[src/rtl/atd_consts.svh]
// atd_consts.svh: register indices, field positions and access timing for the transfer unit
// assumes: included by bare name, before any use of the macros
`ifndef ATD_CONSTS_SVH
`define ATD_CONSTS_SVH
// register indices, byte address is four times the index
`define ATD_IDX_CTRL  3'h0
`define ATD_IDX_CNT   3'h1
`define ATD_IDX_MPL   3'h2
`define ATD_IDX_MPH   3'h3
`define ATD_IDX_SFRP  3'h4
`define ATD_IDX_STAT  3'h5
`define ATD_IDX_LAST  3'h5
// control register field positions
`define ATD_SEL_LO    0
`define ATD_SEL_HI    2
`define ATD_INC_BIT   3
`define ATD_DIR_BIT   4
`define ATD_WID_BIT   5
`define ATD_EN_BIT    6
// reset values
`define ATD_CTRL_RST  8'h00
`define ATD_CNT_RST   8'h00
// special register window upper byte
`define ATD_SFR_HI    8'h3f
// access length in cycles without wait, last cycle index is length minus one
`define ATD_MEM_CYC   2'h2
`define ATD_SFR_CYC   2'h3
// axi responses
`define ATD_RESP_OKAY 2'h0
`define ATD_RESP_SERR 2'h2
`endif

[src/rtl/atd_pkg.sv]
// atd_pkg: types of the transfer unit
// assumes: compiled before every file that imports it
`default_nettype none
package atd_pkg;
  // transfer sequencer states, gray along idle-request-load-store
  typedef enum logic [1:0] {
    ATD_IDLE  = 2'b00,
    ATD_REQ   = 2'b01,
    ATD_LOAD  = 2'b11,
    ATD_STORE = 2'b10
  } atd_state_t;

  // all state of the transfer core
  typedef struct packed {
    atd_state_t  st;      // sequencer state
    logic [7:0]  ctrl;    // transfer_control_reg
    logic [7:0]  cnt;     // byte_counter
    logic [15:0] mptr;    // mem_pointer high and low
    logic [7:0]  sptr;    // sfr_pointer
    logic        pend;    // trigger seen, transfer owed
    logic        req;     // bus_release_request
    logic        rd;      // load strobe
    logic        wr;      // store strobe
    logic [15:0] addr;    // internal bus address
    logic [7:0]  wdata;   // byte carried from load to store
    logic [1:0]  acc;     // cycle within access
    logic        acc_sfr; // current access hits special registers
    logic        half;    // second byte of a word
    logic        irq;     // transfer_done_irq pulse
  } atd_core_t;

  // all state of the register bus slave
  typedef struct packed {
    logic        aw_rdy;  // write address and data taken
    logic        bvalid;  // write response pending
    logic [1:0]  bresp;   // write response code
    logic        ar_rdy;  // read address taken
    logic        rvalid;  // read data pending
    logic [1:0]  rresp;   // read response code
    logic [31:0] rdata;   // read data
  } atd_axil_t;
endpackage : atd_pkg
`default_nettype wire

[src/rtl/atd_regbus_if.sv]
// atd_regbus_if: register access path between bus slave and transfer core
// assumes: one clock, write strobe is one cycle, read data is combinational
`default_nettype none
interface atd_regbus_if;
  logic       wr_en;   // register write this cycle
  logic [2:0] wr_idx;  // register index written
  logic [7:0] wr_data; // byte written
  logic [2:0] rd_idx;  // register index read
  logic [7:0] rd_data; // byte read back
  modport slv  (output wr_en, wr_idx, wr_data, rd_idx, input rd_data);
  modport core (input wr_en, wr_idx, wr_data, rd_idx, output rd_data);
endinterface : atd_regbus_if
`default_nettype wire

[src/rtl/atd_axil_slave.sv]
// atd_axil_slave: axi4-lite slave that turns word accesses into byte register accesses
// assumes: one write and one read at most outstanding, registers in low byte of each word
`default_nettype none
`include "atd_consts.svh"
module atd_axil_slave (
  input  wire logic          clk_i,       // system clock
  input  wire logic          rst_i,       // async reset, active high
  input  wire logic [31:0]   awaddr_i,    // write address
  input  wire logic          awvalid_i,   // write address valid
  output logic               awready_o,   // write address ready
  input  wire logic [31:0]   wdata_i,     // write data
  input  wire logic [3:0]    wstrb_i,     // write byte enables
  input  wire logic          wvalid_i,    // write data valid
  output logic               wready_o,    // write data ready
  output logic [1:0]         bresp_o,     // write response
  output logic               bvalid_o,    // write response valid
  input  wire logic          bready_i,    // write response ready
  input  wire logic [31:0]   araddr_i,    // read address
  input  wire logic          arvalid_i,   // read address valid
  output logic               arready_o,   // read address ready
  output logic [31:0]        rdata_o,     // read data
  output logic [1:0]         rresp_o,     // read response
  output logic               rvalid_o,    // read data valid
  input  wire logic          rready_i,    // read data ready
  atd_regbus_if.slv          rb           // register access path
);
  import atd_pkg::*;

  atd_axil_t r;       // registered state
  atd_axil_t next_r;  // next state
  logic      w_map;   // write address hits a register
  logic      r_map;   // read address hits a register

  // address decode, only the low five bits may be set
  assign w_map = (awaddr_i[31:5] == 27'h0) && (awaddr_i[4:2] <= `ATD_IDX_LAST);
  assign r_map = (araddr_i[31:5] == 27'h0) && (araddr_i[4:2] <= `ATD_IDX_LAST);

  // byte access toward the core, low lane only
  assign rb.wr_en   = r.aw_rdy && w_map && wstrb_i[0];
  assign rb.wr_idx  = awaddr_i[4:2];
  assign rb.wr_data = wdata_i[7:0];
  assign rb.rd_idx  = araddr_i[4:2];

  // handshakes; both write channels are taken together
  always_comb begin
    next_r = r;
    if (r.aw_rdy) begin
      next_r.aw_rdy = 1'b0;
      next_r.bvalid = 1'b1;
      next_r.bresp  = w_map ? `ATD_RESP_OKAY : `ATD_RESP_SERR;
    end else if (awvalid_i && wvalid_i && !r.bvalid) begin
      next_r.aw_rdy = 1'b1;
    end
    if (r.bvalid && bready_i) begin
      next_r.bvalid = 1'b0;
    end
    if (r.ar_rdy) begin
      next_r.ar_rdy = 1'b0;
      next_r.rvalid = 1'b1;
      next_r.rresp  = r_map ? `ATD_RESP_OKAY : `ATD_RESP_SERR;
      next_r.rdata  = r_map ? {24'h000000, rb.rd_data} : 32'h00000000;
    end else if (arvalid_i && !r.rvalid) begin
      next_r.ar_rdy = 1'b1;
    end
    if (r.rvalid && rready_i) begin
      next_r.rvalid = 1'b0;
    end
  end

  // state register
  always_ff @(posedge clk_i or posedge rst_i) begin
    if (rst_i) begin
      r <= '0;
    end else begin
      r <= next_r;
    end
  end

  assign awready_o = r.aw_rdy;
  assign wready_o  = r.aw_rdy;
  assign bvalid_o  = r.bvalid;
  assign bresp_o   = r.bresp;
  assign arready_o = r.ar_rdy;
  assign rvalid_o  = r.rvalid;
  assign rresp_o   = r.rresp;
  assign rdata_o   = r.rdata;
endmodule : atd_axil_slave
`default_nettype wire

[src/rtl/atd_top.sv]
// atd_top: trigger driven byte transfer unit between memory space and special registers
// assumes: core grants the bus on the same clock; triggers and bus inputs are same-clock logic
`default_nettype none
`include "atd_consts.svh"
module atd_top (
  input  wire logic          SYS_CLK_I,        // system clock, 10 MHz
  input  wire logic          RST_I,            // async reset, active high
  input  wire logic [7:0]    TRIG_I,           // interrupt sources, one-cycle pulses
  output logic               BUS_REQ_O,        // bus_release_request to core
  input  wire logic          BUS_GRANT_I,      // bus_granted from core
  output logic [15:0]        BUS_ADDR_O,       // internal bus address
  output logic               BUS_RD_O,         // load access strobe
  output logic               BUS_WR_O,         // store access strobe
  output logic [7:0]         BUS_WDATA_O,      // store data
  input  wire logic [7:0]    BUS_RDATA_I,      // load data
  input  wire logic          BUS_WAIT_I,       // wait state, stretches last access cycle
  output logic               DONE_IRQ_O,       // transfer_done_irq pulse
  input  wire logic [31:0]   S_AXI_AWADDR_I,   // axi write address
  input  wire logic          S_AXI_AWVALID_I,  // axi write address valid
  output logic               S_AXI_AWREADY_O,  // axi write address ready
  input  wire logic [31:0]   S_AXI_WDATA_I,    // axi write data
  input  wire logic [3:0]    S_AXI_WSTRB_I,    // axi write strobes
  input  wire logic          S_AXI_WVALID_I,   // axi write data valid
  output logic               S_AXI_WREADY_O,   // axi write data ready
  output logic [1:0]         S_AXI_BRESP_O,    // axi write response
  output logic               S_AXI_BVALID_O,   // axi write response valid
  input  wire logic          S_AXI_BREADY_I,   // axi write response ready
  input  wire logic [31:0]   S_AXI_ARADDR_I,   // axi read address
  input  wire logic          S_AXI_ARVALID_I,  // axi read address valid
  output logic               S_AXI_ARREADY_O,  // axi read address ready
  output logic [31:0]        S_AXI_RDATA_O,    // axi read data
  output logic [1:0]         S_AXI_RRESP_O,    // axi read response
  output logic               S_AXI_RVALID_O,   // axi read data valid
  input  wire logic          S_AXI_RREADY_I    // axi read data ready
);
  import atd_pkg::*;

  atd_core_t    r;          // registered state
  atd_core_t    next_r;     // next state
  atd_regbus_if rb ();      // register access path
  logic         src_sfr;    // special registers are the source
  logic         is_word;    // word width selected
  logic         trig_hit;   // selected trigger fired
  logic [1:0]   acc_last;   // last cycle index of current access
  logic         acc_end;    // current access finishes this cycle
  logic         byte_done;  // store of a byte finishes this cycle
  logic [7:0]   cnt_dec;    // counter after this byte
  logic [15:0]  mem_a;      // memory side address for current half
  logic [15:0]  sfr_a;      // sfr side address for current half
  logic [15:0]  mem_a1;     // memory side address for second half
  logic [15:0]  sfr_a1;     // sfr side address for second half

  // register bus slave
  atd_axil_slave u_axil (
    .clk_i     (SYS_CLK_I),
    .rst_i     (RST_I),
    .awaddr_i  (S_AXI_AWADDR_I),
    .awvalid_i (S_AXI_AWVALID_I),
    .awready_o (S_AXI_AWREADY_O),
    .wdata_i   (S_AXI_WDATA_I),
    .wstrb_i   (S_AXI_WSTRB_I),
    .wvalid_i  (S_AXI_WVALID_I),
    .wready_o  (S_AXI_WREADY_O),
    .bresp_o   (S_AXI_BRESP_O),
    .bvalid_o  (S_AXI_BVALID_O),
    .bready_i  (S_AXI_BREADY_I),
    .araddr_i  (S_AXI_ARADDR_I),
    .arvalid_i (S_AXI_ARVALID_I),
    .arready_o (S_AXI_ARREADY_O),
    .rdata_o   (S_AXI_RDATA_O),
    .rresp_o   (S_AXI_RRESP_O),
    .rvalid_o  (S_AXI_RVALID_O),
    .rready_i  (S_AXI_RREADY_I),
    .rb        (rb.slv)
  );

  // mode decode from control register
  assign src_sfr  = r.ctrl[`ATD_DIR_BIT];
  assign is_word  = r.ctrl[`ATD_WID_BIT];
  assign trig_hit = TRIG_I[r.ctrl[`ATD_SEL_HI:`ATD_SEL_LO]];

  // addresses: memory from the 16-bit pointer, sfr inside its window
  assign mem_a1 = r.mptr | 16'h0001;
  assign sfr_a1 = {`ATD_SFR_HI, r.sptr | 8'h01};
  assign mem_a  = r.half ? mem_a1 : r.mptr;
  assign sfr_a  = r.half ? sfr_a1 : {`ATD_SFR_HI, r.sptr};

  // access length follows the space touched, wait holds the last cycle
  assign acc_last  = r.acc_sfr ? (`ATD_SFR_CYC - 2'h1) : (`ATD_MEM_CYC - 2'h1);
  assign acc_end   = (r.acc == acc_last) && !BUS_WAIT_I;
  assign byte_done = (r.st == ATD_STORE) && acc_end;
  assign cnt_dec   = r.cnt - 8'h01;

  // register read mux
  always_comb begin
    if (rb.rd_idx == `ATD_IDX_CTRL) begin
      rb.rd_data = r.ctrl;
    end else if (rb.rd_idx == `ATD_IDX_CNT) begin
      rb.rd_data = r.cnt;
    end else if (rb.rd_idx == `ATD_IDX_MPL) begin
      rb.rd_data = r.mptr[7:0];
    end else if (rb.rd_idx == `ATD_IDX_MPH) begin
      rb.rd_data = r.mptr[15:8];
    end else if (rb.rd_idx == `ATD_IDX_SFRP) begin
      rb.rd_data = r.sptr;
    end else if (rb.rd_idx == `ATD_IDX_STAT) begin
      rb.rd_data = {6'h00, r.pend, (r.st != ATD_IDLE)};
    end else begin
      rb.rd_data = 8'h00;
    end
  end

  // sequencer, pointers, counter and software writes
  always_comb begin
    next_r     = r;
    next_r.irq = 1'b0;
    case (r.st)
      // idle: owed transfer raises the bus request
      ATD_IDLE: begin
        if (r.pend) begin
          next_r.pend = 1'b0;
          next_r.req  = 1'b1;
          next_r.half = 1'b0;
          next_r.st   = ATD_REQ;
        end
      end
      // request: hold until the core grants the bus
      ATD_REQ: begin
        if (BUS_GRANT_I) begin
          next_r.st      = ATD_LOAD;
          next_r.rd      = 1'b1;
          next_r.acc     = 2'h0;
          next_r.acc_sfr = src_sfr;
          next_r.addr    = src_sfr ? sfr_a : mem_a;
        end
      end
      // load: read the source, then turn to the destination
      ATD_LOAD: begin
        if (acc_end) begin
          next_r.rd      = 1'b0;
          next_r.wr      = 1'b1;
          next_r.wdata   = BUS_RDATA_I;
          next_r.acc     = 2'h0;
          next_r.acc_sfr = !src_sfr;
          next_r.addr    = src_sfr ? mem_a : sfr_a;
          next_r.st      = ATD_STORE;
        end else if (r.acc != acc_last) begin
          next_r.acc = r.acc + 2'h1;
        end
      end
      // store: write the byte, count it, advance or finish
      ATD_STORE: begin
        if (acc_end) begin
          next_r.wr  = 1'b0;
          next_r.cnt = cnt_dec;
          if (r.ctrl[`ATD_INC_BIT] && !is_word) begin
            next_r.mptr = r.mptr + 16'h0001;
          end else if (r.ctrl[`ATD_INC_BIT] && r.half) begin
            next_r.mptr = r.mptr + 16'h0002;
          end
          if (cnt_dec == 8'h00) begin
            next_r.irq                 = 1'b1;
            next_r.ctrl[`ATD_EN_BIT]   = 1'b0;
          end
          if (is_word && !r.half && (cnt_dec != 8'h00)) begin
            next_r.half    = 1'b1;
            next_r.st      = ATD_LOAD;
            next_r.rd      = 1'b1;
            next_r.acc     = 2'h0;
            next_r.acc_sfr = src_sfr;
            next_r.addr    = src_sfr ? sfr_a1 : mem_a1;
          end else begin
            next_r.req = 1'b0;
            next_r.st  = ATD_IDLE;
          end
        end else if (r.acc != acc_last) begin
          next_r.acc = r.acc + 2'h1;
        end
      end
      default: begin
        next_r.st = ATD_IDLE;
      end
    endcase
    // software writes win over pointer and counter updates
    if (rb.wr_en) begin
      if (rb.wr_idx == `ATD_IDX_CTRL) begin
        next_r.ctrl              = rb.wr_data;
        next_r.ctrl[`ATD_EN_BIT] = rb.wr_data[`ATD_EN_BIT] && !next_r.irq;
      end else if (rb.wr_idx == `ATD_IDX_CNT) begin
        next_r.cnt = rb.wr_data;
      end else if (rb.wr_idx == `ATD_IDX_MPL) begin
        next_r.mptr[7:0] = rb.wr_data;
      end else if (rb.wr_idx == `ATD_IDX_MPH) begin
        next_r.mptr[15:8] = rb.wr_data;
      end else if (rb.wr_idx == `ATD_IDX_SFRP) begin
        next_r.sptr = rb.wr_data;
      end
    end
    // owed transfer: dropped while disabled, trigger set wins over the idle clear
    if (!r.ctrl[`ATD_EN_BIT]) begin
      next_r.pend = 1'b0;
    end else if (trig_hit) begin
      next_r.pend = 1'b1;
    end
  end

  // state register
  always_ff @(posedge SYS_CLK_I or posedge RST_I) begin
    if (RST_I) begin
      r      <= '0;
      r.ctrl <= `ATD_CTRL_RST;
      r.cnt  <= `ATD_CNT_RST;
    end else begin
      r <= next_r;
    end
  end

  // outputs straight from state
  assign BUS_REQ_O   = r.req;
  assign BUS_ADDR_O  = r.addr;
  assign BUS_RD_O    = r.rd;
  assign BUS_WR_O    = r.wr;
  assign BUS_WDATA_O = r.wdata;
  assign DONE_IRQ_O  = r.irq;
endmodule : atd_top
`default_nettype wire
[config.mk]
export PLATFORM = sky130hd
export DESIGN_NAME = atd_top
export DESIGN_NICKNAME = d
export VERILOG_FILES = /design/src/rtl/atd_pkg.sv /design/src/rtl/atd_regbus_if.sv /design/src/rtl/atd_axil_slave.sv /design/src/rtl/atd_top.sv
export VERILOG_INCLUDE_DIRS = /design/src /design/src/rtl
export SDC_FILE = /design/constraint.sdc
export NUM_CORES = 1
export LEC_CHECK = 0
export ABC_AREA = 1
export BUFFER_PORTS_ARGS = -buffer_cell sky130_fd_sc_hd__buf_4
export CAP_MARGIN = 20
export CORE_ASPECT_RATIO = 1.25
export CORE_MARGIN = 5
export CORE_UTILIZATION = 40
export CTS_CLUSTER_DIAMETER = 80
export DETAILED_ROUTE_END_ITERATION = 6
export PLACE_DENSITY_LB_ADDON = 0.2
export SYNTH_ARGS = -nofsm -noshare
export SYNTH_HDL_FRONTEND = slang
export SYNTH_SLANG_ARGS = --single-unit
export TNS_END_PERCENT = 10
[constraint.sdc]
create_clock -name SYS_CLK_I -period 2.45 [get_ports SYS_CLK_I]
set_input_delay 0.3675 -clock SYS_CLK_I [delete_from_list [all_inputs] [get_ports SYS_CLK_I]]
set_output_delay 0.3675 -clock SYS_CLK_I [all_outputs]
set_load 0.05 [all_outputs]
==> out/metrics.yaml <==
status:
  outcome: "finished clean"
sta:
  final-setup-viol-count: 0
  min_period_ps: 2140
  clock_skew_ps: 6.13
  slew-limit-headroom: 0.600
  finalCritPeriodShare: 0.873
  hold_violations: 0
  drv_slew: 0
  tns_ps: 0
  grt_setup_unrepaired: "no"
  fmax_ghz: 0.468
  worst_pin_slew_ps: 598
critical_path:
  cp-start-kind: "flop"
  crit_type: "flop to flop"
  critical_path.max_fanout: 19
  critPathArrivalTime_ps: 2370
  regToRegSetupSlack_ps: 310
  endpoint_kind: "flop"
  required_ps: 2690
hold_path:
  hold_path.class: "input pin to asynchronous set/reset pin"
power_and_ir_drop:
  power_frac_seq: 0.335
  finalPower_mw: 6.04
  combinationalPowerShare: 0.432
  power.leakage_nw: 3.73
  power.density_mw_per_mm2: 863
  pwr-share-clk: 0.234
  peakVddDrop_mv: 0.676
  p_int_mw: 3.35
  p_sw_frac: 0.445
  power.switching_mw: 2.69
synth:
  synth_flop_cell: "dfrtp_1"
  syn_inst: 811
  ys_seq_area_frac: 0.389
  netlist_area_mm2: 0.00572
  synth_top_area_share: 0.389
  postSynth.asyncResetShare: 1.00
  synth-warning-count: 0
  yosysMostFrequentCell: "nand2_1"
  synth_edf_count: 0
  synth_area_leaders: "dfrtp_1 39%, nand2_1 15%, buf_4 7.0%"
  syn_area_per_cell_um2: 7.06
  synthTopCellsByCount: "231 x nand2_1, 104 x inv_1, 89 x dfrtp_1"
  yosysUniqueCellTypes: 42
  synth_top_area_cell: "dfrtp_1"
  ys_ff_latch: 89
cells_and_area:
  layout-drive-gt1-share: 0.201
  final_nets: 1056
  postLayoutCoreUtil: 0.492
  diodes: 0
  area_growth_pct: 22.3
  fin_cells: 1110
clocking:
  clk_latency_ps: 340
  cts_hold_buf: 0
  max-clock-path-buffers: 2
  cts_max_level: 3
  root_buffer: "clkbuf_16"
  cts_setup_buffers: 0
  cts_sinks: 89
  cts_tree: "built"
  ctsResizeCount: 0
  cts.clk_slew.worst_paths_ps: 70
  numCtsBuffers: 9
job:
  cap_violations: 0
route:
  drc_errors: 0
  route.detailed.wl_per_inst_um: 13.9
  wl_um: 15400
  ant_nets: 0
  vias: 5422
  drt_iter0_drc: 288
  first_pass_iters: 4
  avgViaCountPerCell: 4.88
die:
  die_h_um: 144
  dieArea_mm2: 0.0168
  fp-row-count: 49
  die_x_um: 117
  initial_core_util: 0.402
  ioPinCount: 194
  core_mm2: 0.0142
grt:
  grt_pass1_wl_um: 24500
  grt_usage: 0.186
  busiest_layer: "met2"
  grt_pass1_vias: 5036
  overflow: 0
  grt_antenna_before_repair: 0
  met1_usage: 0.229
  met2_usage: 0.322
  grt.met3_usage: 0.0261
  grt_max_degree: 29
placement:
  hpwl_um: 12300
  place.gp.congestion: 0.964
  io_buffers: 136
  placedCellCount: 1094
==> layout make-up <==
class / count / area [um^2]
fill: 1505 / 7220
multi-input combinational: 569 / 2700
sequential: 89 / 2230
timing repair buffer: 146 / 1120
inverter: 112 / 424
clock buffer: 9 / 225
tap: 178 / 223
clock inverter: 7 / 78.8
==> power by group through the flow <==
stage / clock network, mW / registers (mW) / logic, mW
5_1_grt: 1.51 / 2.06 / 2.87
6_report: 1.41 / 2.02 / 2.61
4_1_cts: 1.45 / 2.03 / 2.64
3_5_place_dp: 0 / 2.05 / 2.63
3_3_place_gp: 0 / 2.05 / 2.61
2_1_floorplan: 0 / 2.12 / 2.09
==> worst paths after layout <==
path | to | from | cells after the start
min | BUS_WDATA_O[7] | RST_I | 2
max in group asynchronous | u_axil.rdata_o[7] | RST_I | 3
max | r[2] | r[57] | 13
min in group SYS_CLK_I | u_axil.rvalid_o | S_AXI_RREADY_I | 2
min reg2reg | BUS_ADDR_O[8] | BUS_ADDR_O[8] | 2
max reg2reg | r[2] | r[57] | 13
==> sequential cells by signal (all words and copies together) (netlist names) <==
name and count:
BUS_WDATA_O 8, u_axil.bvalid_o 1, u_axil.arready_o 1, BUS_WR_O 1, DONE_IRQ_O 1, BUS_RD_O 1
u_axil.rresp_o 1, u_axil.rdata_o 8, u_axil.rvalid_o 1, is_word 1, BUS_REQ_O 1, r 31
u_axil.bresp_o 1, u_axil.awready_o 1, mem_a1 15, BUS_ADDR_O 16
==> cells in the final DEF (no fill, tap or decap), types with 2 or more instances in the layout <==
cell type,count
nand4_1,23
inv_1,103
ha_1,4
dfrtp_1,89
xor2_1,7
clkinv_4,3
o211ai_1,13
nor4_1,11
clkbuf_16,9
a21oi_1,30
nand2_1,231
buf_12,2
xnor2_1,2
nand2_2,3
o2111ai_1,3
clkinv_1,3
inv_2,5
o22ai_1,12
nand3_1,45
nor3_1,12
nor2_2,6
buf_4,144
inv_6,2
nand2_4,2
nor2_1,65
conb_1,26
nor2_4,2
o21ai_0,58
==> layer usage <==
metal	vias up	share of wire
met5	-	0
met4	0	0.025
met3	24	0.057
met2	159	0.50
met1	2461	0.41
li1	2778	-
==> stage by stage <==
stage,hold slack [ps],setup WS (ps),instance area [um^2]
2_1_floorplan,443,578,5820
3_3_place_gp,455,365,6700
3_5_place_dp,461,333,6700
4_1_cts,99.7,323,7000
5_1_grt,127,118,7000
6_report,90.0,312,7000
==> worst max-delay path, cell delays in order, from the launching register on <==
cell     delay (ps)
dfrtp_1         430
inv_1           170
ha_1            200
nand2_1          70
nor2_1          160
nand3_1          90
nand2_1         110
nor2_2           50
nand2_2         110
nand3_2         110
nand2_4         200
nand2_4         170
nand2_1         100
nand2_1          50
==> kinds of logic (layout without fill, tap and decap cells) <==
group,after synthesis,in the layout,share of synthesized area
compound gates,122,122,0.119
flops,89,89,0.389
fa+ha+maj,4,4,0.00875
other cells,1,26,0.000655
xor+xnor,9,9,0.0138
buf+inv,178,274,0.155
simple gates,408,408,0.313
No activity file was read; power rests on OpenSTA's default activity.
